**src/rtl/difd_pkg.sv**
```systemverilog
// Constants shared by the terminal function decoder: function codes,
// register offsets, status bit positions, defaults and timing.
// Assumes a 100 MHz system clock and a byte-addressed 32-bit Avalon-MM slave.
package difd_pkg;

  // ----------------------------------------------------------------
  // Sizes
  // ----------------------------------------------------------------
  localparam int NTERM = 4;
  localparam int CODE_W = 6;
  localparam int NFUNC = 33;
  localparam int ADDR_W = 8;
  localparam int DATA_W = 32;
  localparam int CNT_W = 22;

  // ----------------------------------------------------------------
  // Function codes
  // ----------------------------------------------------------------
  localparam logic [5:0] FN_NONE = 6'h00;
  localparam logic [5:0] FN_RESET = 6'h01;
  localparam logic [5:0] FN_COAST_INV = 6'h02;
  localparam logic [5:0] FN_RST_COAST_INV = 6'h03;
  localparam logic [5:0] FN_QUICK_INV = 6'h04;
  localparam logic [5:0] FN_DCB_INV = 6'h05;
  localparam logic [5:0] FN_STOP_INV = 6'h06;
  localparam logic [5:0] FN_START = 6'h07;
  localparam logic [5:0] FN_LATCH_START = 6'h08;
  localparam logic [5:0] FN_REVERSE = 6'h09;
  localparam logic [5:0] FN_START_REV = 6'h0a;
  localparam logic [5:0] FN_EN_FWD = 6'h0b;
  localparam logic [5:0] FN_EN_REV = 6'h0c;
  localparam logic [5:0] FN_INCH = 6'h0d;
  localparam logic [5:0] FN_FREEZE_REF = 6'h0e;
  localparam logic [5:0] FN_FREEZE_OUT = 6'h0f;
  localparam logic [5:0] FN_SPEED_UP = 6'h10;
  localparam logic [5:0] FN_SPEED_DN = 6'h11;
  localparam logic [5:0] FN_SETUP_SEL = 6'h12;
  localparam logic [5:0] FN_CATCH_UP = 6'h13;
  localparam logic [5:0] FN_SLOW_DN = 6'h14;
  localparam logic [5:0] FN_PRESET_SEL = 6'h15;
  localparam logic [5:0] FN_PRESET_EN = 6'h16;
  localparam logic [5:0] FN_PRECISE_STOP = 6'h17;
  localparam logic [5:0] FN_PULSE_REF = 6'h18;
  localparam logic [5:0] FN_PULSE_FB = 6'h19;
  localparam logic [5:0] FN_ANA_REF = 6'h1e;
  localparam logic [5:0] FN_ANA_FB = 6'h1f;
  localparam logic [5:0] FN_RESET_START = 6'h20;

  // Terminal index (0 = terminal two) that owns each restricted code
  localparam int TIDX_ANALOG = 0;
  localparam int TIDX_PULSE = 1;
  localparam int TIDX_PRECISE = 2;

  // Factory functions, terminals two to five
  localparam logic [5:0] DEF_T2 = FN_ANA_REF;
  localparam logic [5:0] DEF_T3 = FN_RESET;
  localparam logic [5:0] DEF_T4 = FN_START;
  localparam logic [5:0] DEF_T5 = FN_INCH;

  // ----------------------------------------------------------------
  // Register map (byte offsets)
  // ----------------------------------------------------------------
  localparam logic [7:0] OFS_FUNC_T2 = 8'h00;
  localparam logic [7:0] OFS_FUNC_T3 = 8'h04;
  localparam logic [7:0] OFS_FUNC_T4 = 8'h08;
  localparam logic [7:0] OFS_FUNC_T5 = 8'h0c;
  localparam logic [7:0] OFS_RESTORE = 8'h10;
  localparam logic [7:0] OFS_STATUS = 8'h14;
  localparam logic [7:0] OFS_LEVELS = 8'h18;
  localparam int RESTORE_BIT = 0;

  // Status bit positions
  localparam int ST_COAST = 0;
  localparam int ST_ALARM_CLR = 1;
  localparam int ST_QUICK = 2;
  localparam int ST_DCB = 3;
  localparam int ST_RAMP_STOP = 4;
  localparam int ST_RUN = 5;
  localparam int ST_REV = 6;
  localparam int ST_INCH = 7;
  localparam int ST_FRZ_REF = 8;
  localparam int ST_FRZ_OUT = 9;
  localparam int ST_UP_RAMP = 10;
  localparam int ST_DN_RAMP = 11;
  localparam int ST_SETUP = 12;
  localparam int ST_CATCH = 13;
  localparam int ST_SLOW = 14;
  localparam int ST_PRE_SEL = 15;
  localparam int ST_PRE_EN = 16;
  localparam int ST_PRECISE = 17;
  localparam int ST_LATCHED = 18;
  localparam int ST_REF_MASK = 20;
  localparam int ST_FB_MASK = 24;

  // ----------------------------------------------------------------
  // Timing
  // ----------------------------------------------------------------
  localparam int CLK_KHZ = 100000;
  localparam int PULSE_MIN_MS = 20;
  localparam int PULSE_MIN_CYC = PULSE_MIN_MS * CLK_KHZ;

endpackage : difd_pkg

```
**src/rtl/difd_pulse_qual.sv**
```systemverilog
// Pulse qualifier for one decoded terminal level.
// Assumes lvl is already synchronous to sys_clk; min_cyc is at least one.
`timescale 1ns/1ps
`default_nettype none

module difd_pulse_qual (
  input wire logic sys_clk,
  input wire logic rst_n,
  input wire logic lvl,
  input wire logic [21:0] min_cyc,
  output var logic long_q,
  output var logic step_q
);

  // ----------------------------------------------------------------
  // State machine
  // ----------------------------------------------------------------
  typedef enum logic [3:0] {
    S_IDLE = 4'b0001,
    S_HIGH = 4'b0010,
    S_LONG = 4'b0100,
    S_GAP = 4'b1000
  } difd_qstate_e;

  difd_qstate_e state_q;
  difd_qstate_e state_d;
  logic [21:0] cnt_q;
  logic [21:0] cnt_d;
  logic long_d;
  logic step_d;
  logic reach;

  assign reach = (cnt_q >= (min_cyc - 22'h00_0001));

  // High phase must last min_cyc, then a low gap of min_cyc gives one step
  always_comb
  begin
    state_d = state_q;
    cnt_d = cnt_q;
    long_d = 1'b0;
    step_d = 1'b0;
    case (state_q)
      S_IDLE:
      begin
        cnt_d = '0;
        if (lvl)
        begin
          // First high cycle counts, so exactly min_cyc qualifies
          state_d = S_HIGH;
          cnt_d = 22'h00_0001;
        end
      end
      S_HIGH:
      begin
        if (!lvl)
        begin
          state_d = S_IDLE;
          cnt_d = '0;
        end
        else if (reach)
        begin
          state_d = S_LONG;
          long_d = 1'b1;
          cnt_d = '0;
        end
        else
          cnt_d = cnt_q + 22'h00_0001;
      end
      S_LONG:
      begin
        cnt_d = '0;
        if (!lvl)
        begin
          state_d = S_GAP;
          cnt_d = 22'h00_0001;
        end
      end
      S_GAP:
      begin
        if (lvl)
        begin
          // Gap too short: the pulse is not a step
          state_d = S_HIGH;
          cnt_d = 22'h00_0001;
        end
        else if (reach)
        begin
          state_d = S_IDLE;
          step_d = 1'b1;
          cnt_d = '0;
        end
        else
          cnt_d = cnt_q + 22'h00_0001;
      end
      default:
      begin
        state_d = S_IDLE;
        cnt_d = '0;
      end
    endcase
  end

  // State registers
  always_ff @(posedge sys_clk or negedge rst_n)
  begin
    if (!rst_n)
    begin
      state_q <= S_IDLE;
      cnt_q <= '0;
      long_q <= 1'b0;
      step_q <= 1'b0;
    end
    else
    begin
      state_q <= state_d;
      cnt_q <= cnt_d;
      long_q <= long_d;
      step_q <= step_d;
    end
  end

endmodule : difd_pulse_qual

`default_nettype wire

```
**src/rtl/difd_top.sv**
```systemverilog
// Digital input function decoder: four terminals, per-terminal function
// codes over Avalon-MM, decoded drive commands as registered outputs.
// Assumes terminal pins are asynchronous and core status inputs are on sys_clk.
//
// How it works
// Each terminal two to five has own code.
// Codes 0..22 and 32 legal everywhere.
// Codes 23, 24-25, 30-31 terminal-restricted.
// Factory restore: 30, 1, 7, 13.
// Code zero produces no command.
// Reset clears alarm unless power-cycle class.
// Coast inverse low releases motor.
// Combined inverse low coasts and clears alarm.
// Quick-stop inverse low commands quick ramp.
// Direct_current_braking_low low only when configured.
// Stop inverse low blocks run, ramps down.
// Start high runs, low stands by.
// Latched start needs 20 ms high pulse.
// Reversing sets direction, never starts.
// Start-reversing runs reversed, latches with latch-start.
// Direction enables permit only their direction.
// Avoid direction functions in closed-loop process mode.
// Inch forces jog, ignored under stop.
// Freeze reference holds; up/down adjust it.
// Freeze output holds frequency for up/down.
// Multiple reference/feedback terminals are summed.
// Held up/down ramps; qualified pulse steps.
// Up/down only act while frozen.
// Preset enable and preset select choose reference.
// Catch-up adds, slow-down subtracts, both subtract.
// Synchronise terminals, update all together.
`timescale 1ns/1ps
`default_nettype none

module difd_top #(
  parameter logic [21:0] PULSE_MIN_CYC = 22'(difd_pkg::PULSE_MIN_CYC)
) (
  input wire logic sys_clk,
  input wire logic rst_n,
  input wire logic [7:0] avs_address,
  input wire logic avs_read,
  input wire logic avs_write,
  input wire logic [31:0] avs_writedata,
  input wire logic [3:0] avs_byteenable,
  output var logic [31:0] avs_readdata,
  output var logic avs_waitrequest,
  input wire logic [3:0] term_in,
  input wire logic alarm_active,
  input wire logic alarm_power_cycle_only,
  input wire logic dc_brake_configured,
  output var logic free_run_halt_q,
  output var logic alarm_clear_q,
  output var logic quick_stop_q,
  output var logic direct_current_braking_q,
  output var logic ramp_stop_q,
  output var logic run_q,
  output var logic reverse_q,
  output var logic inch_speed_override_q,
  output var logic freeze_ref_q,
  output var logic freeze_out_q,
  output var logic speed_up_ramp_q,
  output var logic speed_down_ramp_q,
  output var logic speed_up_step_q,
  output var logic speed_down_step_q,
  output var logic setup_select_q,
  output var logic catch_up_q,
  output var logic slow_down_q,
  output var logic preset_select_q,
  output var logic preset_enable_q,
  output var logic precise_stop_q,
  output var logic [3:0] ref_sum_mask_q,
  output var logic [3:0] fb_sum_mask_q
);

  localparam int NT = difd_pkg::NTERM;
  localparam int NF = difd_pkg::NFUNC;
  localparam int CW = difd_pkg::CODE_W;

  // ----------------------------------------------------------------
  // Terminal synchronisers
  // ----------------------------------------------------------------
  logic [NT-1:0] s1_q;
  logic [NT-1:0] s2_q;
  logic [NT-1:0] s3_q;
  logic [NT-1:0] lvl_q;
  logic [NT-1:0] agree;

  // A level change counts once the second and third stages agree
  assign agree = ~(s2_q ^ s3_q);

  always_ff @(posedge sys_clk or negedge rst_n)
  begin
    if (!rst_n)
    begin
      s1_q <= '0;
      s2_q <= '0;
      s3_q <= '0;
      lvl_q <= '0;
    end
    else
    begin
      s1_q <= term_in;
      s2_q <= s1_q;
      s3_q <= s2_q;
      lvl_q <= (agree & s2_q) | (~agree & lvl_q);
    end
  end

  // ----------------------------------------------------------------
  // Function code registers
  // ----------------------------------------------------------------
  logic [NT-1:0][CW-1:0] code_q;
  logic [NT-1:0] code_sel;
  logic [NT-1:0] code_ok;
  logic wr_take;
  logic rd_take;
  logic restore_hit;
  logic [CW-1:0] wcode;

  // Legality of a code on a given terminal index
  function automatic logic code_legal(input int t, input logic [CW-1:0] c);
    logic ok;
    ok = (c <= difd_pkg::FN_PRESET_EN) || (c == difd_pkg::FN_RESET_START);
    if (c == difd_pkg::FN_PRECISE_STOP)
      ok = (t == difd_pkg::TIDX_PRECISE);
    if ((c == difd_pkg::FN_PULSE_REF) || (c == difd_pkg::FN_PULSE_FB))
      ok = (t == difd_pkg::TIDX_PULSE);
    if ((c == difd_pkg::FN_ANA_REF) || (c == difd_pkg::FN_ANA_FB))
      ok = (t == difd_pkg::TIDX_ANALOG);
    return ok;
  endfunction : code_legal

  // Write strobes; a write lands on the edge where waitrequest is low
  assign wr_take = avs_write && !avs_waitrequest && avs_byteenable[0];
  assign rd_take = avs_read && avs_waitrequest;
  assign wcode = avs_writedata[CW-1:0];
  assign restore_hit = wr_take && (avs_address == difd_pkg::OFS_RESTORE) &&
                       avs_writedata[difd_pkg::RESTORE_BIT];

  genvar gt;
  generate
    for (gt = 0; gt < NT; gt++)
    begin : g_code
      // Offsets are word-spaced from the first terminal's register
      assign code_sel[gt] = wr_take &&
                            (avs_address == (difd_pkg::OFS_FUNC_T2 + 8'(4 * gt)));
      assign code_ok[gt] = code_legal(gt, wcode);
    end
  endgenerate

  // Illegal codes are dropped so a terminal never holds a foreign function
  always_ff @(posedge sys_clk or negedge rst_n)
  begin
    if (!rst_n)
    begin
      code_q <= {difd_pkg::DEF_T5, difd_pkg::DEF_T4, difd_pkg::DEF_T3, difd_pkg::DEF_T2};
    end
    else if (restore_hit)
    begin
      code_q <= {difd_pkg::DEF_T5, difd_pkg::DEF_T4, difd_pkg::DEF_T3, difd_pkg::DEF_T2};
    end
    else
    begin
      for (int t = 0; t < NT; t++)
        if (code_sel[t] && code_ok[t])
          code_q[t] <= wcode;
    end
  end

  // ----------------------------------------------------------------
  // Function decode
  // ----------------------------------------------------------------
  logic [NF-1:0] hi;
  logic [NF-1:0] lo;
  logic [NF-1:0] used;
  logic [NF-1:0][NT-1:0] asg;

  // Code zero is decoded but never read, so it yields no command
  genvar gf;
  generate
    for (gf = 0; gf < NF; gf++)
    begin : g_fn
      for (gt = 0; gt < NT; gt++)
      begin : g_t
        assign asg[gf][gt] = (code_q[gt] == CW'(gf));
      end
      assign hi[gf] = |(asg[gf] & lvl_q);
      assign lo[gf] = |(asg[gf] & ~lvl_q);
      assign used[gf] = |asg[gf];
    end
  endgenerate

  // ----------------------------------------------------------------
  // Pulse qualifiers: latched start, speed up, speed down
  // ----------------------------------------------------------------
  logic latch_long;
  logic up_step;
  logic dn_step;

  difd_pulse_qual u_q_latch (
    .sys_clk(sys_clk),
    .rst_n(rst_n),
    .lvl(hi[difd_pkg::FN_LATCH_START]),
    .min_cyc(PULSE_MIN_CYC),
    .long_q(latch_long),
    .step_q()
  );

  difd_pulse_qual u_q_up (
    .sys_clk(sys_clk),
    .rst_n(rst_n),
    .lvl(hi[difd_pkg::FN_SPEED_UP]),
    .min_cyc(PULSE_MIN_CYC),
    .long_q(),
    .step_q(up_step)
  );

  difd_pulse_qual u_q_dn (
    .sys_clk(sys_clk),
    .rst_n(rst_n),
    .lvl(hi[difd_pkg::FN_SPEED_DN]),
    .min_cyc(PULSE_MIN_CYC),
    .long_q(),
    .step_q(dn_step)
  );

  // ----------------------------------------------------------------
  // Command derivation
  // ----------------------------------------------------------------
  logic coast_d;
  logic quick_d;
  logic dcb_d;
  logic rstop_d;
  logic stop_any;
  logic clr_d;
  logic srev_plain;
  logic srev_latches;
  logic conflict;
  logic latch_run_q;
  logic latch_rev_q;
  logic srev_prev_q;
  logic dir_rev;
  logic dir_ok;
  logic run_req;
  logic frozen;
  logic [NT-1:0] ref_mask;
  logic [NT-1:0] fb_mask;

  assign coast_d = lo[difd_pkg::FN_COAST_INV] | lo[difd_pkg::FN_RST_COAST_INV];
  assign quick_d = lo[difd_pkg::FN_QUICK_INV];
  assign dcb_d = lo[difd_pkg::FN_DCB_INV] & dc_brake_configured;
  assign rstop_d = lo[difd_pkg::FN_STOP_INV];
  assign stop_any = coast_d | quick_d | dcb_d | rstop_d;
  // Power-cycle-only alarms cannot be cleared from a terminal
  assign clr_d = (hi[difd_pkg::FN_RESET] | lo[difd_pkg::FN_RST_COAST_INV] |
                  hi[difd_pkg::FN_RESET_START]) & alarm_active & ~alarm_power_cycle_only;

  // Start-reversing latches only when latched start sits on another terminal
  assign srev_latches = used[difd_pkg::FN_LATCH_START];
  assign srev_plain = hi[difd_pkg::FN_START_REV] & ~srev_latches;
  // Plain start and start-reversing together are treated as no start
  assign conflict = hi[difd_pkg::FN_START] & hi[difd_pkg::FN_START_REV];
  assign dir_rev = hi[difd_pkg::FN_REVERSE] | srev_plain | latch_rev_q;
  assign dir_ok = dir_rev ? (~used[difd_pkg::FN_EN_REV] | hi[difd_pkg::FN_EN_REV]) :
                            (~used[difd_pkg::FN_EN_FWD] | hi[difd_pkg::FN_EN_FWD]);
  // Reversing alone is not part of the run request
  assign run_req = hi[difd_pkg::FN_START] | srev_plain | latch_run_q | latch_rev_q |
                   hi[difd_pkg::FN_RESET_START];
  assign frozen = hi[difd_pkg::FN_FREEZE_REF] | hi[difd_pkg::FN_FREEZE_OUT];

  // Which terminals feed the summed reference and feedback
  generate
    for (gt = 0; gt < NT; gt++)
    begin : g_mask
      assign ref_mask[gt] = (code_q[gt] == difd_pkg::FN_ANA_REF) ||
                            (code_q[gt] == difd_pkg::FN_PULSE_REF);
      assign fb_mask[gt] = (code_q[gt] == difd_pkg::FN_ANA_FB) ||
                           (code_q[gt] == difd_pkg::FN_PULSE_FB);
    end
  endgenerate

  // Latches: any stop command except precise stop releases them, and a stop wins over a set
  always_ff @(posedge sys_clk or negedge rst_n)
  begin
    if (!rst_n)
    begin
      latch_run_q <= 1'b0;
      latch_rev_q <= 1'b0;
      srev_prev_q <= 1'b0;
    end
    else
    begin
      srev_prev_q <= hi[difd_pkg::FN_START_REV];
      if (stop_any)
      begin
        latch_run_q <= 1'b0;
        latch_rev_q <= 1'b0;
      end
      else
      begin
        if (latch_long)
          latch_run_q <= 1'b1;
        if (srev_latches && hi[difd_pkg::FN_START_REV] && !srev_prev_q)
          latch_rev_q <= 1'b1;
      end
    end
  end

  // All commands register together from one set of synced levels
  always_ff @(posedge sys_clk or negedge rst_n)
  begin
    if (!rst_n)
    begin
      free_run_halt_q <= 1'b0;
      alarm_clear_q <= 1'b0;
      quick_stop_q <= 1'b0;
      direct_current_braking_q <= 1'b0;
      ramp_stop_q <= 1'b0;
      run_q <= 1'b0;
      reverse_q <= 1'b0;
      inch_speed_override_q <= 1'b0;
      freeze_ref_q <= 1'b0;
      freeze_out_q <= 1'b0;
      speed_up_ramp_q <= 1'b0;
      speed_down_ramp_q <= 1'b0;
      speed_up_step_q <= 1'b0;
      speed_down_step_q <= 1'b0;
      setup_select_q <= 1'b0;
      catch_up_q <= 1'b0;
      slow_down_q <= 1'b0;
      preset_select_q <= 1'b0;
      preset_enable_q <= 1'b0;
      precise_stop_q <= 1'b0;
      ref_sum_mask_q <= '0;
      fb_sum_mask_q <= '0;
    end
    else
    begin
      free_run_halt_q <= coast_d;
      alarm_clear_q <= clr_d;
      quick_stop_q <= quick_d;
      direct_current_braking_q <= dcb_d;
      ramp_stop_q <= rstop_d;
      run_q <= run_req & dir_ok & ~stop_any & ~conflict;
      reverse_q <= dir_rev;
      inch_speed_override_q <= hi[difd_pkg::FN_INCH] & ~stop_any;
      freeze_ref_q <= hi[difd_pkg::FN_FREEZE_REF];
      freeze_out_q <= hi[difd_pkg::FN_FREEZE_OUT];
      speed_up_ramp_q <= hi[difd_pkg::FN_SPEED_UP] & frozen;
      speed_down_ramp_q <= hi[difd_pkg::FN_SPEED_DN] & frozen;
      speed_up_step_q <= up_step & frozen;
      speed_down_step_q <= dn_step & frozen;
      setup_select_q <= hi[difd_pkg::FN_SETUP_SEL];
      catch_up_q <= hi[difd_pkg::FN_CATCH_UP] & ~hi[difd_pkg::FN_SLOW_DN];
      slow_down_q <= hi[difd_pkg::FN_SLOW_DN];
      preset_select_q <= hi[difd_pkg::FN_PRESET_SEL];
      preset_enable_q <= hi[difd_pkg::FN_PRESET_EN];
      precise_stop_q <= lo[difd_pkg::FN_PRECISE_STOP];
      ref_sum_mask_q <= ref_mask;
      fb_sum_mask_q <= fb_mask;
    end
  end

  // ----------------------------------------------------------------
  // Avalon-MM read path
  // ----------------------------------------------------------------
  logic [31:0] status_w;
  logic [31:0] rd_mux;
  logic [1:0] code_idx;
  logic code_rd;

  assign code_rd = (avs_address <= difd_pkg::OFS_FUNC_T5) && (avs_address[1:0] == 2'h0);
  assign code_idx = avs_address[3:2];

  always_comb
  begin
    status_w = '0;
    status_w[difd_pkg::ST_COAST] = free_run_halt_q;
    status_w[difd_pkg::ST_ALARM_CLR] = alarm_clear_q;
    status_w[difd_pkg::ST_QUICK] = quick_stop_q;
    status_w[difd_pkg::ST_DCB] = direct_current_braking_q;
    status_w[difd_pkg::ST_RAMP_STOP] = ramp_stop_q;
    status_w[difd_pkg::ST_RUN] = run_q;
    status_w[difd_pkg::ST_REV] = reverse_q;
    status_w[difd_pkg::ST_INCH] = inch_speed_override_q;
    status_w[difd_pkg::ST_FRZ_REF] = freeze_ref_q;
    status_w[difd_pkg::ST_FRZ_OUT] = freeze_out_q;
    status_w[difd_pkg::ST_UP_RAMP] = speed_up_ramp_q;
    status_w[difd_pkg::ST_DN_RAMP] = speed_down_ramp_q;
    status_w[difd_pkg::ST_SETUP] = setup_select_q;
    status_w[difd_pkg::ST_CATCH] = catch_up_q;
    status_w[difd_pkg::ST_SLOW] = slow_down_q;
    status_w[difd_pkg::ST_PRE_SEL] = preset_select_q;
    status_w[difd_pkg::ST_PRE_EN] = preset_enable_q;
    status_w[difd_pkg::ST_PRECISE] = precise_stop_q;
    status_w[difd_pkg::ST_LATCHED] = latch_run_q | latch_rev_q;
    status_w[difd_pkg::ST_REF_MASK +: NT] = ref_sum_mask_q;
    status_w[difd_pkg::ST_FB_MASK +: NT] = fb_sum_mask_q;
  end

  // Unmapped offsets and the write-only restore word read as zero
  assign rd_mux = code_rd ? {26'h000_0000, code_q[code_idx]} :
                  (avs_address == difd_pkg::OFS_STATUS) ? status_w :
                  (avs_address == difd_pkg::OFS_LEVELS) ? {28'h000_0000, lvl_q} :
                  32'h0000_0000;

  // One wait cycle per access: waitrequest drops for exactly one edge
  always_ff @(posedge sys_clk or negedge rst_n)
  begin
    if (!rst_n)
    begin
      avs_waitrequest <= 1'b1;
      avs_readdata <= '0;
    end
    else if (!avs_waitrequest)
      avs_waitrequest <= 1'b1;
    else if (avs_read || avs_write)
    begin
      avs_waitrequest <= 1'b0;
      if (rd_take)
        avs_readdata <= rd_mux;
    end
  end

endmodule : difd_top

`default_nettype wire

```
**config.mk**
```make
export PLATFORM = sky130hd
export DESIGN_NAME = difd_top
export DESIGN_NICKNAME = d
export VERILOG_FILES = /design/src/rtl/difd_pkg.sv /design/src/rtl/difd_pulse_qual.sv /design/src/rtl/difd_top.sv
export SDC_FILE = /design/constraint.sdc
export NUM_CORES = 1
export LEC_CHECK = 0
export BUFFER_PORTS_ARGS = -buffer_cell sky130_fd_sc_hd__buf_2
export CAP_MARGIN = 40
export CORE_MARGIN = 2
export CORE_UTILIZATION = 63
export CTS_CLUSTER_SIZE = 10
export DETAILED_ROUTE_END_ITERATION = 6
export PLACE_DENSITY = 0.95
export SLEW_MARGIN = 25
export SYNTH_ARGS = -nofsm -noshare
export SYNTH_HDL_FRONTEND = slang
export SYNTH_SLANG_ARGS = --single-unit
```
**constraint.sdc**
```tcl
create_clock -name sys_clk -period 5.25 [get_ports sys_clk]
set_input_delay 1.05 -clock sys_clk [delete_from_list [all_inputs] [get_ports sys_clk]]
set_output_delay 1.05 -clock sys_clk [all_outputs]
set_load 0.01 [all_outputs]
```
# Word-level counts from Yosys, hierarchy flattened
# Cells that the tools add are included.
# Widths: inputs -> output; s select.
[totals]
regBits = 185
input_bits = 55
wordCells = 412
[classes]
addsub = 3
n_lt_le_gt_ge = 6
eq_ne = 148
muxes = 74
bitwise = 68
n_reduce_logical = 69
[ops]
columns = ["op", "n"]
rows = [
  ["$eq 6x5->1 const B", 53],
  ["$pmux 22 s4", 3],
  ["$mux 22", 9],
  ["$eq 6x4->1 const B", 32],
  ["$reduce_or 4->1", 27],
  ["$and 4x4->4", 26],
  ["$eq 6x3->1 const B", 16],
  ["$mux 4", 19],
  ["$add 22x1->22 const B", 3],
  ["$ge 22x21->1 const B", 3],
  ["$mux 28", 2],
  ["$eq 6x2->1 const B", 8],
  ["$pmux 4 s4", 3],
  ["$mux 1", 31],
  ["$eq 6x6->1 const B", 5],
  ["$mux 6", 5],
  ["$eq 6x1->1 const B", 4],
  ["$eq 8x5->1 const B", 3],
  ["$mux 24", 1],
  ["$eq 8x4->1 const B", 2],
  ["$logic_and 1x1->1", 16],
  ["$or 1x1->1", 16],
  ["$and 1x1->1", 14],
  ["$bmux 6 s2", 1],
  ["23 further kinds", 66],
]

# Longest topological paths before layout
# Gate-level depths: netlist (run 1).
[logic_depth]
depth_word = 11
depth_mapped = 8

# Modules after synthesis
# Synthesis (run 1) repeated with hierarchy kept, for this count alone.
[hier_totals]
cells_unflattened = 1312
area_unflattened_um2 = 11941.5
[by_module_without_submodules]
columns = ["module", "instances", "cells_each", "area_per_inst_um2", "seq_area_each_um2"]
rows = [
  ["difd_top", 1, 547, 5152.4, 2492.4],
  ["difd_pulse_qual (u_q_dn)", 1, 267, 2318.5, 701.9],
  ["difd_pulse_qual (u_q_latch)", 1, 254, 2243.4, 701.9],
  ["difd_pulse_qual (u_q_up)", 1, 244, 2227.1, 701.9],
]

# Worst setup path before layout (run 1)
# No wires, ideal clock.
[synth_timing]
kind = "input to register"
start = "input port avs_address[2]"
end = "register avs_readdata[18]"
setup_ns = 0.066
t_arrival_ns = 2.558
required_time_ns = 5.184
slack_ns = 2.627
path_stages = 7
path_cell_list = "buf_2 nor2b_1 and3_1 nor3b_1 clkbuf_1 o21ai_0 nand2_1"
[synth_via]
elab_chain_len = 3
elab_cells_between_ends = 5
cone_classes = "order compare: 1; eq/ne: 1; mux: 2; reduce/logical: 1"
[synth_rtl]
columns = ["element", "line_no", "rtl"]
rows = [
  ["start, declared", "difd_top.sv:40", "input wire logic [7:0] avs_address,"],
  ["$le 8x4->1 or $eq 8x5->1 (tied branches)", "difd_top.sv:372, difd_top.sv:403", ""],
  ["$logic_and 1x1->1 or $mux 28 (tied branches)", "difd_top.sv:372, difd_top.sv:403", ""],
  ["$mux 28 (*)", "difd_top.sv:402", "assign rd_mux = code_rd ? {26'h000_0000, code_q[code_idx]} :"],
  ["end signal, assigned", "difd_top.sv:421", "avs_readdata <= rd_mux;"],
  ["end, declared", "difd_top.sv:45", "output var logic [31:0] avs_readdata,"],
]
# Mark *: on every way between the ends. The rest lies on a longest branch, timed or not.
# A chain may end at the register's enable or synchronous reset.

# Worst setup path in the final report (run 1)
[layout_timing]
start = "register u_q_up.cnt_q[11]"
end = "register u_q_up.cnt_q[5]"
[layout_via]
elab_chain_len = 4
elab_cells_between_ends = 5
cone_classes = "order compare: 1; mux: 4"
[layout_rtl]
columns = ["element", "line_no", "rtl"]
rows = [
  ["start, declared", "difd_pulse_qual.sv:27", "logic [21:0] cnt_q;"],
  ["start signal, assigned", "difd_pulse_qual.sv:116", "cnt_q <= cnt_d;"],
  ["$ge 22x21->1 (*)", "difd_pulse_qual.sv:33", "assign reach = (cnt_q >= (min_cyc - 22'h00_0001));"],
  ["$mux 22 (*)", "difd_pulse_qual.sv:60, difd_pulse_qual.sv:86", ""],
  ["$mux 22 (on tied branches)", "difd_pulse_qual.sv:80, difd_pulse_qual.sv:55", ""],
  ["$pmux 22 s4 (*)", "difd_pulse_qual.sv:42", "case (state_q)"],
  ["named net u_q_up.cnt_d[5]", "difd_pulse_qual.sv:28", "logic [21:0] cnt_d;"],
]
# Mark *: on every way through the listed nets, which the timed path passes. The rest lies on a longest branch.

==> impl_metrics.env, run 1 <==
export IMPL_die_h_um=125
export IMPL_vias=7645
export IMPL_synth_cell_types=68
export IMPL_num_fill_cells=1048
export IMPL_ys_seq_area_share_pct=49.4
export IMPL_period_share_pct=56.3
export IMPL_setup_tns_ns=0
export IMPL_setup_slack_ns=2.30
export IMPL_hold_ws_ns=0.351
export IMPL_synthTopCellsByArea="dfrtp_1 45%, nor2_1 5.3%, dfstp_2 4.3%, nand3_1 3.2%, xor2_1 3.1%"
export IMPL_via_per_inst=6.37
export IMPL_synth_edff_count=0
export IMPL_pre_cts_slack_ns=2.11
export IMPL_clkSinkCount=180
export IMPL_slew_violations=0
export IMPL_drt_iter0_drc=825
export IMPL_worst_pin_slew_ns=0.774
export IMPL_ys_async_sr_fraction_pct=100
export IMPL_rsz0062_at_grt="false"
export IMPL_syn_inst=945
export IMPL_ant_nets=0
export IMPL_netSwitchingPower_mw=0.666
export IMPL_h_tree_depth=4
export IMPL_numCtsBuffers=17
export IMPL_fin_crit_ns=2.95
export IMPL_synth_avg_cell_area_um2=9.69
export IMPL_clkPwrFrac_pct=45.0
export IMPL_ys_ff_latch=180
export IMPL_ir_worst_vdd_v=0.000340
export IMPL_swShare_pct=23.4
export IMPL_antenna_cells=0
export IMPL_root_buffer="clkbuf_16"
export IMPL_end_kind="flop"
export IMPL_cts_resized=0
export IMPL_drt_total_wl_um=22300
export IMPL_place_hpwl_um=15800
export IMPL_syn_area_mm2=0.00916
export IMPL_nNetsFinal=1062
export IMPL_insertion_delay_ns=0.43
export IMPL_cp_start_kind="flop"
export IMPL_fmax_mhz=339
export IMPL_final_setup_viol_count=0
export IMPL_p_per_area_mw_per_mm2=277
export IMPL_clkTransAtPathRegs_ns=0.07
export IMPL_crit_arrival_ns=3.29
export IMPL_antenna_found_initial=0
export IMPL_final_common_cell="dfrtp_1"
export IMPL_cp_max_fo=20
export IMPL_comb_power_share_pct=4.6
export IMPL_rows=44
export IMPL_yosysTopAreaCellShare_pct=45.1
export IMPL_max_slew_margin_rel_pct=48.0
export IMPL_die_x_um=125
export IMPL_start_util_pct=63.7
export IMPL_clockBufferDepth=2
export IMPL_area_growth_pct=12.2
export IMPL_coreArea_mm2=0.0144
export IMPL_yosysWarningCount=0
export IMPL_mostFrequentLayoutCells="165 x dfrtp_1, 130 x nor2_1, 82 x buf_2"
export IMPL_power_mw=2.85
export IMPL_cp_required_ns=5.59
export IMPL_r2r_slack_ns=2.30
export IMPL_grt_max_degree=106
export IMPL_cts_tree="done"
export IMPL_drive_above_1_share_pct=17.4
export IMPL_finish_utilization_pct=71.5
export IMPL_drc_errors=0
export IMPL_die_area_mm2=0.0155
export IMPL_maxCapViolCount=0
export IMPL_grt_pass1_vias=7390
export IMPL_synth_ff_type="dfrtp_1"
export IMPL_p_int_mw=2.18
export IMPL_power_static_leakage_nw=4.49
export IMPL_grt_ovfl_total=0
export IMPL_skew_ns=0.0135
export IMPL_status="finished clean"
export IMPL_yosysTopAreaCell="dfrtp_1"
export IMPL_pwr_share_seq_pct=50.4
export IMPL_io_buffers=81
export IMPL_hold_violations=0
export IMPL_grt_pass1_wl_um=37400
export IMPL_ioPinCount=116
export IMPL_place_gp_congestion=1.00
export IMPL_first_pass_iters=5
export IMPL_worstSetupPathType="reg -> reg"
export IMPL_holdBufCountCts=0
export IMPL_wl_per_cell_um=18.6
export IMPL_hold_class="reg -> reg"
export IMPL_grt_usage_pct=29.8
export IMPL_cts_setup_buffers=0
==> state kept, by name, indices dropped and copies added (netlist names), 22 cells and up, named ones only <==
| register | count |
|---|---|
| avs_readdata | 27 |
| code_q | 24 |
| u_q_dn.cnt_q | 22 |
| u_q_latch.cnt_q | 22 |
| u_q_up.cnt_q | 22 |
==> layer usage <==
metal	GRT usage (%)	part of all wire, %	wire length, µm	vias to the layer above
li1	-	-	-	3497
met1	41.8	42	9380	3690
met2	46.7	47	10500	401
met3	6.66	8.6	1920	57
met4	9.25	2.3	520	0
met5	0	0	0	-
==> per-stage QoR <==
| step | instances | instance area (µm²) |
|---|---|---|
| final | 1201 | 10300 |
| after floorplan | 952 | 9190 |
| after global routing | 1201 | 10300 |
| after CTS | 1196 | 10200 |
| after detailed placement | 1164 | 9640 |
| after global placement | 1161 | 9610 |
==> area by class of cell <==
| type | instances | area (µm²) | area share, % |
|---|---|---|---|
| repair buffers | 93 | 510 | 4.97 |
| clock inverters | 13 | 150 | 1.46 |
| clock buffers | 19 | 453 | 4.41 |
| well taps | 184 | 230 | 2.24 |
| flip-flops and latches | 180 | 4520 | 44.0 |
| multi-input cells | 692 | 4330 | 42.2 |
| inverters | 20 | 75.1 | 0.731 |
==> power by group through the flow <==
stage,clock (mW),combinational [mW],sequential (mW)
after global routing,1.36,0.145,1.44
after CTS,1.30,0.129,1.43
after floorplan,0,0.0831,1.44
final,1.28,0.130,1.44
after detailed placement,0,0.129,1.46
after global placement,0,0.123,1.46
==> path summary, 6_finish.rpt <==
kind                                             from                            end  depth (start not counted)
max in group asynchronous                       rst_n  u_q_latch.cnt_q[15]$_DFF_PN0_                          2
min in group asynchronous                       rst_n   avs_readdata[27]$_DFFE_PN0P_                          1
hold / removal                      s1_q[2]$_DFF_PN0_              s2_q[2]$_DFF_PN0_                          0
hold reg to reg                     s1_q[2]$_DFF_PN0_              s2_q[2]$_DFF_PN0_                          0
setup reg to reg           u_q_up.cnt_q[11]$_DFF_PN0_      u_q_up.cnt_q[5]$_DFF_PN0_                          6
setup / recovery           u_q_up.cnt_q[11]$_DFF_PN0_      u_q_up.cnt_q[5]$_DFF_PN0_                          6
==> Yosys cell counts, types with 4 or more instances <==
cell type / n
xor2_1: 32
nand2_1: 64
xnor2_1: 29
o21ai_0: 23
mux2i_1: 10
and3b_1: 6
inv_1: 20
clkbuf_1: 48
o31ai_1: 4
nor2_1: 130
o22ai_1: 7
or2_2: 4
o211ai_1: 8
a22oi_1: 11
nand3_1: 59
nor4_1: 12
nor3_1: 22
and4_1: 9
a21oi_1: 19
a32oi_1: 6
nor2_2: 20
dfrtp_1: 165
mux4_2: 6
nor4bb_1: 4
nor2b_1: 27
buf_4: 6
and2_1: 4
o221ai_1: 4
maj3_1: 4
a22o_1: 25
nand4_1: 32
dfstp_2: 15
and3_1: 16
nor4b_1: 6
nor3b_1: 14
nand2b_1: 10
a31oi_1: 10
nand3b_1: 7
nand4b_1: 4
==> cells by family after synthesis <==
family | after synthesis | synth area share (%)
other cells | 1 | 0.0409
compound gates | 141 | 11.2
flops | 180 | 49.4
mux | 16 | 2.57
simple gates | 459 | 26.4
fa+ha+maj | 7 | 0.847
xor+xnor | 61 | 5.83
buf+inv | 80 | 3.73
==> worst max-delay path, stage by stage, from the launching register on <==
cell and delay [ns]:
dfrtp_1 0.44, or4_4 0.56, or4_1 0.40, o221a_1 0.26, o31ai_4 0.36, nand3_2 0.57, nor2_2 0.26
No activity file was read; power rests on OpenSTA's default activity.
==> inputs of run 2 (changes only) <==
- CORE_UTILIZATION: 63 -> 58
- PLACE_DENSITY: 0.95 -> 0.89
- clock period: 5.25 -> 2.85 ns (I/O delays scaled with it)
==> impl_metrics.env, run 2 (synthesis gave the netlist of run 1 again) <==
export IMPL_die_area_mm2=0.0168
export IMPL_rows=45
export IMPL_ff_latch_area_mm2=0.00452
export IMPL_root_buffer="clkbuf_16"
export IMPL_h_tree_depth=4
export IMPL_end_kind="flop"
export IMPL_drt_total_wl_um=21600
export IMPL_largest_reg_flops=27
export IMPL_maxCapViolCount=0
export IMPL_r2r_cells=7
export IMPL_clockBufferDepth=2
export IMPL_drive_above_1_share_pct=18.8
export IMPL_power_static_leakage_nw=4.58
export IMPL_status="finished clean"
export IMPL_clkSinkCount=180
export IMPL_grt_ovfl_total=0
export IMPL_grt_pass1_vias=7181
export IMPL_hold_violations=0
export IMPL_grt_max_degree=91
export IMPL_antenna_cells=0
export IMPL_skew_ns=0.0128
export IMPL_vias=7645
export IMPL_crit_arrival_ns=2.83
export IMPL_ant_nets=0
export IMPL_hold_class="in -> async"
export IMPL_slew_violations=0
export IMPL_cp_start_kind="flop"
export IMPL_coreArea_mm2=0.0153
export IMPL_nNetsFinal=1081
export IMPL_via_per_inst=6.13
export IMPL_first_pass_iters=5
export IMPL_cts_tree="done"
export IMPL_cp_required_ns=3.16
export IMPL_power_mw=5.14
export IMPL_setup_tns_ns=0
export IMPL_p_per_area_mw_per_mm2=493
export IMPL_rr_startpoint="code_q[16]$_DFFE_PN0P_"
export IMPL_numCtsBuffers=17
export IMPL_finish_utilization_pct=68.1
export IMPL_dpl_cell_count=1213
export IMPL_grt_usage_pct=27.4
export IMPL_top_regs="avs_readdata: 27 flops, code_q: 24 flops"
export IMPL_hold_ws_ns=0.00762
export IMPL_reg2reg_to="u_q_dn.cnt_q[3]$_DFF_PN0_"
export IMPL_drt_iter0_drc=869
export IMPL_place_gp_congestion=1.05
export IMPL_io_buffers=81
export IMPL_final_common_cell="dfrtp_1"
export IMPL_start_util_pct=59.8
export IMPL_antenna_found_initial=0
export IMPL_area_growth_pct=13.8
export IMPL_cts_setup_buffers=0
export IMPL_place_area_mm2=0.00984
export IMPL_max_slew_margin_rel_pct=49.7
export IMPL_cp_max_fo=20
export IMPL_mostFrequentLayoutCells="165 x dfrtp_1, 130 x nor2_1, 82 x buf_2"
export IMPL_clkTransAtPathRegs_ns=0.07
export IMPL_drc_errors=0
export IMPL_fin_area_mm2=0.0104
export IMPL_grt_pass1_wl_um=36100
export IMPL_die_x_um=130
export IMPL_pre_cts_slack_ns=0.327
export IMPL_worstSetupPathType="reg -> reg"
export IMPL_setup_slack_ns=0.326
export IMPL_place_hpwl_um=15200
export IMPL_wl_per_cell_um=17.3
export IMPL_num_fill_cells=1181
export IMPL_insertion_delay_ns=0.43
export IMPL_instances_no_fill=1247
export IMPL_die_h_um=130
export IMPL_fmax_mhz=396
export IMPL_rsz0062_at_grt="false"
export IMPL_cts_resized=0
export IMPL_ir_worst_vdd_v=0.000416
export IMPL_fin_crit_ns=2.52
export IMPL_worst_pin_slew_ns=0.748
export IMPL_period_share_pct=88.6
export IMPL_holdBufCountCts=0
export IMPL_r2r_slack_ns=0.33
export IMPL_crit_start="code_q[16]$_DFFE_PN0P_"
export IMPL_largest_register="avs_readdata"
export IMPL_ioPinCount=116
export IMPL_multiInputGateArea_mm2=0.00433
export IMPL_final_setup_viol_count=0
export IMPL_crit_end="u_q_dn.cnt_q[3]$_DFF_PN0_"
-- run 2: cell types whose count changed in the layout (fill, tap and decap cells not counted), moves of 2 or more --
cell and delta:
clkinvlp_4 -3, buf_1 -2, inv_8 -2, buf_4 +23
clkinv_4 +2, clkbuf_1 +3
-- run 2: worst max-delay path, cell delays in order (launching register included) --
cell	delay (ns)
dfrtp_1	0.48
nor2b_1	0.57
nand2_1	0.22
o221a_2	0.39
and3b_1	0.21
o211ai_1	0.17
buf_4	0.27
nor2_1	0.09
-- run 2: layer usage --
metal	wire length (µm)	up-vias	track usage [%]	share of wire, %
met3	1940	51	6.65	9.0
met2	9890	388	40.8	46
li1	-	3533	-	-
met1	9210	3673	38.5	43
met4	595	0	11.6	2.8
met5	0	-	0	0
-- run 2: final cells by class --
class / count / area share (%)
multi-input cells: 692 / 41.5
clock inverters: 9 / 0.924
repair buffers: 112 / 6.37
clock buffers: 23 / 4.58
flip-flops and latches: 180 / 43.4
inverters: 20 / 0.720
well taps: 211 / 2.53
-- run 2: power by group --
group | internal (mW) | switching, mW | total, mW
clock network | 1.28 | 0.959 | 2.24
registers | 2.59 | 0.0428 | 2.63
logic | 0.0911 | 0.178 | 0.269
-- run 2: worst min path at each step --
stage                                    to  slack [ns]  cells past startpoint
2_1_floorplan    asynchronous set/reset pin        0.27                      0
3_3_place_gp              s2_q[0]$_DFF_PN0_        0.33                      0
3_5_place_dp              s2_q[0]$_DFF_PN0_        0.34                      0
4_1_cts         avs_readdata[2]$_DFFE_PN0P_       0.004                      1
5_1_grt        avs_readdata[27]$_DFFE_PN0P_       0.009                      1
6_report        avs_readdata[2]$_DFFE_PN0P_       0.008                      1
